`src/iag_pkg.sv`:
```
// package for the indirect address generator: widths, mode codes, reset values
// assumes a single processor clock domain
package iag_pkg;
  // ==========================================================================
  // widths
  localparam int IAG_INSN_W = 16;
  localparam int IAG_PTR_W  = 9;
  localparam int IAG_ROM_W  = 16;
  localparam int IAG_SHORT_W = 9;
  // ==========================================================================
  // reset values
  localparam logic [IAG_PTR_W-1:0] IAG_PTR_RST = 9'h000;
  localparam logic [IAG_ROM_W-1:0] IAG_ROM_RST = 16'h0000;
  // ==========================================================================
  // register select for loads (short immediate and full immediate)
  typedef enum logic [3:0] {
    IAG_SEL_R0, IAG_SEL_R1, IAG_SEL_R2, IAG_SEL_R3,
    IAG_SEL_J, IAG_SEL_K, IAG_SEL_BASE, IAG_SEL_LAST,
    IAG_SEL_PT, IAG_SEL_I, IAG_SEL_NONE
  } iag_sel_t;
  // ==========================================================================
  // ram access post-modification modes
  typedef enum logic [1:0] {
    IAG_RAM_KEEP, IAG_RAM_INC, IAG_RAM_DEC, IAG_RAM_STEP
  } iag_ram_mode_t;
endpackage : iag_pkg

```
`src/iag_ptr_step.sv`:
```
// pointer post-modification arithmetic for one ram pointer
// assumes operands from the same clock domain
`timescale 1ns/1ps
`default_nettype none
module iag_ptr_step
  import iag_pkg::*;
(
  input  wire logic [IAG_PTR_W-1:0] cur,
  input  wire logic [1:0]           mode,
  input  wire logic [IAG_PTR_W-1:0] step,
  input  wire logic [IAG_PTR_W-1:0] mod_base,
  input  wire logic [IAG_PTR_W-1:0] mod_last,
  output var  logic [IAG_PTR_W-1:0] nxt
);
  // ==========================================================================
  // next pointer value
  always_comb begin
    case (iag_ram_mode_t'(mode))
      IAG_RAM_KEEP: nxt = cur;
      IAG_RAM_INC: begin
        if (cur == mod_last) nxt = mod_base;
        else nxt = cur + 9'h001;
      end
      IAG_RAM_DEC: nxt = cur - 9'h001;
      IAG_RAM_STEP: nxt = cur + step;
      default: nxt = cur;
    endcase
  end
endmodule : iag_ptr_step
`default_nettype wire

```
`src/iag_indirect_address_generator.sv`:
```
// indirect address generator: ram pointers, rom pointer, modulo wrap, loads
// assumes decoded requests from the processor on the same clock
//
// Function
// - every instruction word carrying a request is 16 bits wide.
// - a full immediate load takes its operand from the next program word, one extra cycle.
// - a short immediate load sets the ram pointers, steps and modulo registers from the word.
// - a short immediate load completes in one cycle from a single word.
// - a rom access reads the word at the rom pointer then adds one or the signed rom step.
// - a ram access uses one of four pointers chosen by index 0 to 3 as its address.
// - plain indirect mode leaves the pointer unchanged.
// - post-increment uses the current value then adds one.
// - post-decrement uses the current value then subtracts one.
// - register-step mode adds the signed step register j after the access.
// - modulo base holds the first and modulo last the last buffer address.
// - a pointer equal to modulo last under post-increment takes modulo base instead.
`timescale 1ns/1ps
`default_nettype none
module iag_indirect_address_generator
  import iag_pkg::*;
(
  input  wire logic                  sys_clk,
  input  wire logic                  rst_n,
  input  wire logic                  insn_valid,
  input  wire logic [IAG_INSN_W-1:0] insn_word,
  input  wire logic [3:0]            load_sel,
  input  wire logic                  short_load,
  input  wire logic                  long_load,
  input  wire logic                  ram_req,
  input  wire logic [1:0]            ram_ptr_sel,
  input  wire logic [1:0]            ram_mode,
  input  wire logic                  rom_req,
  input  wire logic                  rom_step_sel,
  input  wire logic [IAG_ROM_W-1:0]  rom_rdata,
  output logic [IAG_PTR_W-1:0]       ram_addr,
  output logic                       ram_addr_valid,
  output logic [IAG_ROM_W-1:0]       rom_addr,
  output logic                       rom_addr_valid,
  output logic [IAG_ROM_W-1:0]       mult_in,
  output logic                       mult_in_valid,
  output logic                       load_busy
);
  // ==========================================================================
  // state
  logic [IAG_PTR_W-1:0] ram_pointer_n_reg [4];
  logic [IAG_PTR_W-1:0] step_j_reg;
  logic [IAG_PTR_W-1:0] step_k_reg;
  logic [IAG_PTR_W-1:0] modulo_base_ptr_reg;
  logic [IAG_PTR_W-1:0] modulo_last_addr_reg;
  logic [IAG_ROM_W-1:0] rom_operand_pointer_reg;
  logic [IAG_ROM_W-1:0] rom_step_reg;
  logic [IAG_PTR_W-1:0] ram_addr_reg;
  logic                 ram_addr_valid_reg;
  logic                 rom_addr_valid_reg;
  logic [IAG_ROM_W-1:0] mult_in_reg;
  logic                 mult_in_valid_reg;
  logic                 load_busy_reg;
  logic [3:0]           load_sel_reg;
  logic [IAG_PTR_W-1:0] ptr_cur;
  logic [IAG_PTR_W-1:0] ptr_next;
  logic [IAG_PTR_W-1:0] short_val;
  logic                 ins_ok;
  logic                 long_done;

  assign ins_ok    = insn_valid && !load_busy_reg;
  assign short_val = insn_word[IAG_SHORT_W-1:0];
  assign long_done = insn_valid && load_busy_reg;
  assign ptr_cur   = ram_pointer_n_reg[ram_ptr_sel];

  iag_ptr_step u_step (
    .cur      (ptr_cur),
    .mode     (ram_mode),
    .step     (step_j_reg),
    .mod_base (modulo_base_ptr_reg),
    .mod_last (modulo_last_addr_reg),
    .nxt      (ptr_next)
  );

  // ==========================================================================
  // load select match for one register index
  function automatic logic write_hit(input logic [3:0] sel, input iag_sel_t tgt);
    write_hit = (sel == 4'(tgt));
  endfunction : write_hit

  // ==========================================================================
  // full immediate sequencing: operand word follows the instruction
  always_ff @(posedge sys_clk or negedge rst_n) begin
    if (!rst_n) begin
      load_busy_reg <= 1'b0;
      load_sel_reg  <= 4'h0;
    end else if (ins_ok && long_load) begin
      load_busy_reg <= 1'b1;
      load_sel_reg  <= load_sel;
    end else if (long_done) begin
      load_busy_reg <= 1'b0;
    end
  end

  // ==========================================================================
  // ram pointers: loads win over post-modification of the same pointer
  always_ff @(posedge sys_clk or negedge rst_n) begin
    if (!rst_n) begin
      for (int n = 0; n < 4; n++) ram_pointer_n_reg[n] <= IAG_PTR_RST;
    end else begin
      if (ins_ok && ram_req)
        ram_pointer_n_reg[ram_ptr_sel] <= ptr_next;
      for (int n = 0; n < 4; n++) begin
        if (ins_ok && short_load && write_hit(load_sel, iag_sel_t'(n)))
          ram_pointer_n_reg[n] <= short_val;
        if (long_done && write_hit(load_sel_reg, iag_sel_t'(n)))
          ram_pointer_n_reg[n] <= insn_word[IAG_PTR_W-1:0];
      end
    end
  end

  // ==========================================================================
  // step and modulo registers
  always_ff @(posedge sys_clk or negedge rst_n) begin
    if (!rst_n) begin
      step_j_reg           <= IAG_PTR_RST;
      step_k_reg           <= IAG_PTR_RST;
      modulo_base_ptr_reg  <= IAG_PTR_RST;
      modulo_last_addr_reg <= IAG_PTR_RST;
    end else if (ins_ok && short_load) begin
      if (write_hit(load_sel, IAG_SEL_J))    step_j_reg <= short_val;
      if (write_hit(load_sel, IAG_SEL_K))    step_k_reg <= short_val;
      if (write_hit(load_sel, IAG_SEL_BASE)) modulo_base_ptr_reg <= short_val;
      if (write_hit(load_sel, IAG_SEL_LAST)) modulo_last_addr_reg <= short_val;
    end else if (long_done) begin
      if (write_hit(load_sel_reg, IAG_SEL_J))    step_j_reg <= insn_word[IAG_PTR_W-1:0];
      if (write_hit(load_sel_reg, IAG_SEL_K))    step_k_reg <= insn_word[IAG_PTR_W-1:0];
      if (write_hit(load_sel_reg, IAG_SEL_BASE)) modulo_base_ptr_reg <= insn_word[IAG_PTR_W-1:0];
      if (write_hit(load_sel_reg, IAG_SEL_LAST)) modulo_last_addr_reg <= insn_word[IAG_PTR_W-1:0];
    end
  end

  // ==========================================================================
  // rom pointer and rom step
  always_ff @(posedge sys_clk or negedge rst_n) begin
    if (!rst_n) begin
      rom_operand_pointer_reg <= IAG_ROM_RST;
      rom_step_reg            <= IAG_ROM_RST;
    end else if (long_done) begin
      if (write_hit(load_sel_reg, IAG_SEL_PT)) rom_operand_pointer_reg <= insn_word;
      if (write_hit(load_sel_reg, IAG_SEL_I))  rom_step_reg <= insn_word;
    end else if (ins_ok && rom_req) begin
      if (rom_step_sel)
        rom_operand_pointer_reg <= rom_operand_pointer_reg + rom_step_reg;
      else
        rom_operand_pointer_reg <= rom_operand_pointer_reg + 16'h0001;
    end
  end

  // ==========================================================================
  // address outputs and multiplier input capture
  always_ff @(posedge sys_clk or negedge rst_n) begin
    if (!rst_n) begin
      ram_addr_reg       <= IAG_PTR_RST;
      ram_addr_valid_reg <= 1'b0;
      rom_addr_valid_reg <= 1'b0;
      mult_in_reg        <= IAG_ROM_RST;
      mult_in_valid_reg  <= 1'b0;
    end else begin
      ram_addr_valid_reg <= ins_ok && ram_req;
      if (ins_ok && ram_req)
        ram_addr_reg <= ptr_cur;
      rom_addr_valid_reg <= ins_ok && rom_req;
      mult_in_valid_reg  <= rom_addr_valid_reg;
      if (rom_addr_valid_reg)
        mult_in_reg <= rom_rdata;
    end
  end

  // rom address is the pointer value before its post-modification
  logic [IAG_ROM_W-1:0] rom_addr_reg;
  always_ff @(posedge sys_clk or negedge rst_n) begin
    if (!rst_n) rom_addr_reg <= IAG_ROM_RST;
    else if (ins_ok && rom_req) rom_addr_reg <= rom_operand_pointer_reg;
  end

  assign ram_addr       = ram_addr_reg;
  assign ram_addr_valid = ram_addr_valid_reg;
  assign rom_addr       = rom_addr_reg;
  assign rom_addr_valid = rom_addr_valid_reg;
  assign mult_in        = mult_in_reg;
  assign mult_in_valid  = mult_in_valid_reg;
  assign load_busy      = load_busy_reg;

  // ==========================================================================
  // checks
  post_inc_a: assert property (@(posedge sys_clk) disable iff (!rst_n)
    ins_ok && ram_req && !short_load && !long_done && ram_mode == 2'h1
      && ptr_cur != modulo_last_addr_reg
    |=> ram_pointer_n_reg[$past(ram_ptr_sel)] == $past(ptr_cur) + 9'h001)
    else $error("post increment wrong");
  post_dec_a: assert property (@(posedge sys_clk) disable iff (!rst_n)
    ins_ok && ram_req && !short_load && !long_done && ram_mode == 2'h2
    |=> ram_pointer_n_reg[$past(ram_ptr_sel)] == $past(ptr_cur) - 9'h001)
    else $error("post decrement wrong");
  keep_ptr_a: assert property (@(posedge sys_clk) disable iff (!rst_n)
    ins_ok && ram_req && !short_load && !long_done && ram_mode == 2'h0
    |=> ram_pointer_n_reg[$past(ram_ptr_sel)] == $past(ptr_cur))
    else $error("plain mode changed pointer");
  step_ptr_a: assert property (@(posedge sys_clk) disable iff (!rst_n)
    ins_ok && ram_req && !short_load && !long_done && ram_mode == 2'h3
    |=> ram_pointer_n_reg[$past(ram_ptr_sel)] == $past(ptr_cur) + $past(step_j_reg))
    else $error("step mode wrong");
  modulo_wrap_a: assert property (@(posedge sys_clk) disable iff (!rst_n)
    ins_ok && ram_req && !short_load && !long_done && ram_mode == 2'h1
      && ptr_cur == modulo_last_addr_reg
    |=> ram_pointer_n_reg[$past(ram_ptr_sel)] == $past(modulo_base_ptr_reg))
    else $error("modulo wrap missed");
  ram_addr_a: assert property (@(posedge sys_clk) disable iff (!rst_n)
    ins_ok && ram_req |=> ram_addr_valid && ram_addr == $past(ptr_cur))
    else $error("ram address not current pointer");
  rom_inc_a: assert property (@(posedge sys_clk) disable iff (!rst_n)
    ins_ok && rom_req && !rom_step_sel
    |=> rom_operand_pointer_reg == $past(rom_operand_pointer_reg) + 16'h0001
        ##1 mult_in_valid && mult_in == $past(rom_rdata))
    else $error("rom access wrong");
  long_load_a: assert property (@(posedge sys_clk) disable iff (!rst_n)
    ins_ok && long_load |=> load_busy ##1 (!load_busy || !$past(insn_valid)))
    else $error("long load sequencing wrong");
  short_load_a: assert property (@(posedge sys_clk) disable iff (!rst_n)
    ins_ok && short_load && load_sel == 4'h6 |=> modulo_base_ptr_reg == $past(short_val)
      && !load_busy)
    else $error("short load not single cycle");
endmodule : iag_indirect_address_generator
`default_nettype wire

```
`config.mk`:
```
export PLATFORM = sky130hd
export DESIGN_NAME = iag_indirect_address_generator
export DESIGN_NICKNAME = d
export VERILOG_FILES = /design/src/iag_pkg.sv /design/src/iag_ptr_step.sv /design/src/iag_indirect_address_generator.sv
export SDC_FILE = /design/constraint.sdc
export NUM_CORES = 1
export LEC_CHECK = 0
export BUFFER_PORTS_ARGS = -buffer_cell sky130_fd_sc_hd__buf_2
export CORE_MARGIN = 2
export CORE_UTILIZATION = 25
export CTS_CLUSTER_DIAMETER = 50
export CTS_CLUSTER_SIZE = 30
export DETAILED_ROUTE_END_ITERATION = 10
export GPL_ROUTABILITY_DRIVEN = 0
export MAX_ROUTING_LAYER = met4
export PLACE_DENSITY_LB_ADDON = 0.15
export SLEW_MARGIN = 10
export SYNTH_ARGS = -nofsm -noshare
export SYNTH_HDL_FRONTEND = slang
export SYNTH_SLANG_ARGS = --single-unit
```
`constraint.sdc`:
```
create_clock -name sys_clk -period 3.1 [get_ports sys_clk]
set_clock_uncertainty 0.05 [all_clocks]
set_input_delay 0.155 -clock sys_clk [delete_from_list [all_inputs] [get_ports sys_clk]]
set_output_delay 0.155 -clock sys_clk [all_outputs]
set_load 0.01 [all_outputs]
```
* After elaboration in Yosys (flattened, before gate mapping)
Index checks and enable logic that the tools add are counted.
** Word-level totals
- Bits in writable memories :: 0
- Memories kept :: 0
- Latch bits :: 0
- Word-level logic and storage cells :: 116
- Register bits :: 144
- Input port bits :: 48
- ROM bits :: 0
** Cells by class
- Equality and inequality tests :: 22
- Shifts and indexed selects :: 0
- Div/mod/pow operators :: 0
- Mux-type cells :: 35
- Reduce and logical (&&, ||, !) cells :: 34
- Multiply operators :: 0
- $lt $le $gt $ge :: 2
- Add/sub/neg operators :: 5
- Bitwise operators :: 1
** Operators by type and width (number)
- $mux 9 :: 24
- $mux 16 :: 4
- $bwmux 36 :: 1
- $mux 36 :: 1
- $pmux 9 s4 :: 1
- $eq 4x3->1 const B :: 6
- $bmux 9 s2 :: 1
- $demux 9 s2 :: 1
- $add 16x1->16 const B :: 1
- $add 16x16->16 :: 1
- $eq 4x2->1 const B :: 4
- $logic_and 1x1->1 :: 15
- $reduce_bool 2->1 :: 6
- $reduce_bool 3->1 :: 4
- $add 9x1->9 const B :: 1
- $add 9x9->9 :: 1
- $eq 9x9->1 :: 1
- $reduce_and 3->1 :: 3
- $sub 9x1->9 const B :: 1
- $eq 4x1->1 const B :: 2
- $eq 4x4->1 const B :: 2
- $logic_not 4->1 :: 2
- $ne 2x1->1 const B :: 4
- $eq 2x2->1 const B :: 2
- 8 further kinds :: 10

* Longest topological paths before layout
- Depth in word-level cells :: 11
- Depth in mapped cells :: 13
- Mapped depth without buffers :: 12

* Hierarchy
Synthesis repeated with hierarchy kept, for this count alone.
** Unflattened totals
- Cell total of the unflattened synthesis :: 762
- Area, all modules :: 8012.7 um^2
** By module, submodules not included
- iag_indirect_address_generator :: instances 1, seq. area each 3603.5 um^2, cells an instance 630, area an instance 7086.8 um^2
- iag_ptr_step :: instances 1, seq. area each 0.0 um^2, cells an instance 132, area an instance 925.9 um^2

* Least setup slack after synthesis
No wires, ideal clock.
- Kind :: input-to-reg
- Start point :: input ram_ptr_sel[1]
- End point :: register ram_pointer_n_reg[25] in the netlist's numbering
- Setup time :: 104 ps
- Buffers on the path :: 2
- Cell stages on the path :: 11
- Slack :: 110 ps
- Arrival time :: 2836 ps
- Cells stage by stage :: clkbuf_1 buf_2 mux4_2 ha_1 a21o_1 a21oi_1 o21bai_1 a2111oi_0 o211a_1 nor4_1 a221oi_1
** On the way
- Longest elaborated chain between the ends :: 11
- Elaborated cells on any way between the ends :: 19
** Ends and longest elaborated chain
- start: declaration :: line iag_indirect_address_generator.sv:30 : input wire logic [1:0] ram_ptr_sel,
- $not 2->3 (not written as such) (*) :: line iag_indirect_address_generator.sv:68 : assign ptr_cur = ram_pointer_n_reg[ram_ptr_sel];
- $bmux 9 s2 (*) :: line iag_indirect_address_generator.sv:68
- $mux 9 (not written as such) (*) (2 in a row) :: line iag_indirect_address_generator.sv:68
- via ptr_cur[1] :: line iag_indirect_address_generator.sv:59 : logic [IAG_PTR_W-1:0] ptr_cur;
- $add 9x1->9 / $eq 9x9->1 (equally long branches) :: line iag_ptr_step.sv:22, iag_ptr_step.sv:21
- $mux 9 :: line iag_ptr_step.sv:21 : if (cur == mod_last) nxt = mod_base;
- $pmux 9 s4 (*) :: line iag_ptr_step.sv:18 : case (iag_ram_mode_t'(mode))
- $bwmux 36 (*) :: line iag_indirect_address_generator.sv:106 : ram_pointer_n_reg[ram_ptr_sel] <= ptr_next;
- $mux 36 (*) :: line iag_indirect_address_generator.sv:105 : if (ins_ok && ram_req)
- $mux 9 (*) :: line iag_indirect_address_generator.sv:108 : if (ins_ok && short_load && write_hit(load_sel, iag_sel_t'(n)))
- $mux 9 (*) :: line iag_indirect_address_generator.sv:110 : if (long_done && write_hit(load_sel_reg, iag_sel_t'(n)))
- end signal: indexed assignment :: line iag_indirect_address_generator.sv:106
- end signal: indexed assignment :: line iag_indirect_address_generator.sv:109 : ram_pointer_n_reg[n] <= short_val;
- end signal: indexed assignment :: line iag_indirect_address_generator.sv:111 : ram_pointer_n_reg[n] <= insn_word[IAG_PTR_W-1:0];
- end: declaration :: line iag_indirect_address_generator.sv:45 : logic [IAG_PTR_W-1:0] ram_pointer_n_reg [4];
Mark *: on every way through the listed nets, which the timed path passes. The rest lies on a longest branch. The select of a mux whose other input is x is not followed.
A chain may end at the register's enable or synchronous reset.

* Worst setup path after layout
- Start point :: register ram_pointer_n_reg[0] in the netlist's numbering
- End point :: register ram_pointer_n_reg[8] in the netlist's numbering
** On the way
- Longest elaborated chain between the ends :: 10
- Elaborated cells on any way between the ends :: 13
** Ends and longest elaborated chain (line)
- $bmux 9 s2 (*) :: iag_indirect_address_generator.sv:68
- $mux 9 (not written as such) (*) (2 in a row) :: iag_indirect_address_generator.sv:68
- via ptr_cur[0] :: iag_indirect_address_generator.sv:59
- $add 9x1->9 / $eq 9x9->1 (equally long branches) :: iag_ptr_step.sv:22, iag_ptr_step.sv:21
- $mux 9 :: iag_ptr_step.sv:21
- $pmux 9 s4 (*) :: iag_ptr_step.sv:18
- $bwmux 36 (*) :: iag_indirect_address_generator.sv:106
- $mux 36 (*) :: iag_indirect_address_generator.sv:105
- $mux 9 (*) :: iag_indirect_address_generator.sv:108
- $mux 9 (*) :: iag_indirect_address_generator.sv:110
Marked as above.

==> results.json <==
{
  "first_pass_iters": 4,
  "die_width_um": 181.8,
  "start_util_pct": 25.24,
  "fin_crit_ns": 3.010,
  "grt_use_total_pct": 15.39,
  "portBuffers": 92,
  "cts_buffers": 17,
  "clock-sinks": 144,
  "end_kind": "register",
  "slew_violations": 0,
  "area_delta_synth_final_pct": 25.96,
  "clock_latency_ns": 0.43,
  "drt-total-wl_um": 23710,
  "io_pins": 93,
  "synth_top_flop_cell": "dfrtp_1",
  "hold_viol_final": 0,
  "antenna_found_initial": 0,
  "layout-drive-gt1-share_pct": 28.82,
  "setup_tns_ns": 0,
  "core_sq_um": 31310,
  "ys_ff_latch": 144,
  "path_class": "reg2reg",
  "largest_register_ffs": 36,
  "worst_slew_pin_slew_ns": 0.8463,
  "path_cells": "mux4_2, ha_4, fa_2, a21oi_2, o21ai_2, a2111o_1, o2bb2ai_1, nand3_1, o311ai_4, mux2i_1, o21ai_0",
  "die-area_sq_um": 33050,
  "die_y_um": 181.8,
  "synth_enable_flop_cells": 0,
  "grt_pass1_vias": 6258,
  "insertedDiodeCount": 0,
  "cts_buffer_depth": 2,
  "power_density_nw_per_um2": 910.7,
  "synth_seq_area_share_pct": 45.59,
  "syn_avg_cell_area_sq_um": 10.06,
  "synth_cells": 786,
  "crit_slowest_cell": "mux4_2",
  "clock.fmax_mhz": 332.2,
  "grt_max_degree": 81,
  "grt_pass1_wl_um": 37360,
  "synthArstFlopShare_pct": 100.0,
  "ant_nets": 0,
  "leakage_nw": 4.445,
  "vias_per_cell": 4.671,
  "worst-endpoint-required_ns": 3.36,
  "cts_max_level": 4,
  "path_max_fanout": 4,
  "status": "complete, no violations",
  "critPathArrivalTime_ns": 3.27,
  "drc": 0,
  "setup_viol": 0,
  "grt.overflow.total": 0,
  "cts_root_buf": "clkbuf_16",
  "hp-class": "in2reg",
  "drt-initial-drc-count": 326,
  "rows": 65,
  "drv_cap": 0,
  "max_slew_margin_pct": 43.58,
  "syn-cell-area_sq_um": 7904,
  "dr_total_vias": 6254,
  "hpwl_um": 16840,
  "vdd_drop_max_v": 0.0004488,
  "wl_per_cell_um": 17.70,
  "clk_pin_slew_ns": 0.06,
  "synth_fp_nets": 860,
  "yosys.cell_types.count": 67,
  "setup_slack_ns": 0.09004,
  "yosys_warnings": 0,
  "critPathLaunchType": "register",
  "period_share_pct": 97.10,
  "tritoncts": "done",
  "max_stage_delay_ns": 0.52,
  "fin_nets": 998,
  "pre_cts_slack_ns": -0.03855
}
[power breakdown]
part | switching [W] | internal [W] | leakage, nW
logic | 0.00204 | 0.00185 | 2.41
clock network | 0.000882 | 0.00120 | 0.280
registers | 0.000471 | 0.00263 | 1.76
total | 0.00339 | 0.00567 | 4.45
[synth_stat cells (all sizes together), types with 9 or more instances]
cell type  number  area, sq um
nand2         149        559.3
dfrtp         144         3603
mux2           65        732.0
o21ai          53        265.3
nor2           46        172.7
mux2i          28        280.3
ha             24        300.3
buf            22        108.9
clkbuf         22        82.58
a21oi          21        105.1
xnor2          21        198.9
nor3           18        101.4
and2           16        100.1
inv            12        45.04
nand3          12        60.06
mux4            9        202.7
[repair_timing]
item | in CTS | in global routing
endpoints found under the hold margin | 110 | 0
resized for setup | 1 | 10
hold buffers | 27 | 0
pin swaps | 0 | 4
setup endpoints to repair | 1 | 9
buffers inserted | 0 | 0
[layer usage]
layer / global-route usage, % / share of wire [%] / routed length, um
met1: 20.55 / 50 / 11850
met2: 23.51 / 45 / 10780
met3: 3.049 / 3.1 / 740
met4: 4.846 / 1.4 / 335
met5: - / 0 / 0
[area by class of cell]
type | count | area (sq um)
fill | 3228 | 21360
clock buffer | 18 | 429.2
sequential | 144 | 3603
timing repair buffer | 163 | 1080
inverter | 12 | 45.04
clock inverter | 14 | 156.4
tap | 402 | 503.0
multi-input combinational | 586 | 4139
[worst paths after layout]
kind                                                  start                                 to  slack, ns  depth (start not counted)
setup / recovery           ram_pointer_n_reg[0]$_DFFE_PN0P_   ram_pointer_n_reg[8]$_DFFE_PN0P_       0.09                         11
min in group asynchronous                             rst_n        load_sel_reg[3]$_DFFE_PN0P_       0.30                          2
hold / removal                                 insn_word[8]  ram_pointer_n_reg[26]$_DFFE_PN0P_       0.02                          3
hold reg to reg                     ram_addr[7]$_DFFE_PN0P_            ram_addr[7]$_DFFE_PN0P_       0.41                          2
setup reg to reg           ram_pointer_n_reg[0]$_DFFE_PN0P_   ram_pointer_n_reg[8]$_DFFE_PN0P_       0.09                         11
max in group asynchronous                             rst_n            ram_addr[4]$_DFFE_PN0P_       1.88                          3
[cell families (layout without fill, tap and decap cells)]
| kind of cell | Yosys count | count (layout) | share of synthesized area, % |
|---|---|---|---|
| buffers and inverters | 56 | 207 | 2.992 |
| AOI/OAI and AO/OA | 142 | 142 | 11.71 |
| xor gates and xnor gates | 27 | 27 | 3.182 |
| DFF | 144 | 144 | 45.59 |
| and+or+nand+nor | 289 | 289 | 16.84 |
| adders and majority gates | 26 | 26 | 4.306 |
| muxes | 102 | 102 | 15.37 |
[worst max-delay path, delay by kind of cell (launching register included)]
kind,cells,cell delay [ns]
AO/OA/AOI/OAI,6,1.09
adder cells (fa/ha/maj),2,0.54
flip-flops,1,0.37
multiplexers,2,0.71
AND/OR/NAND/NOR,1,0.13
[placed cells by master (no fill, tap or decap), types with 11 or more instances in the layout]
cell / n
nor3_1: 16
xnor2_1: 19
and2_1: 16
a21oi_1: 19
nor2_1: 46
inv_1: 11
nand2_1: 149
mux2i_1: 28
nand3_1: 12
buf_4: 43
buf_2: 91
dlygate4sd3_1: 27
clkbuf_16: 17
o21ai_1: 11
o21ai_0: 41
ha_1: 23
mux2_2: 65
dfrtp_1: 144
[through the flow]
stage	power, W	hold slack (ns)	cell area [sq um]	std cells	util [%]
CTS	0.009115	0.0002254	9910	1339	31.65
finish	0.009067	0.02012	9956	1339	31.80
global route	0.009786	0.02455	9956	1339	31.80
floorplan	0.005654	-0.1906	7904	786	-
detailed placement	0.006928	0.2589	9050	1280	28.90
global placement	0.006915	0.2533	9050	1280	28.90
No activity file was read; power rests on OpenSTA's default activity.
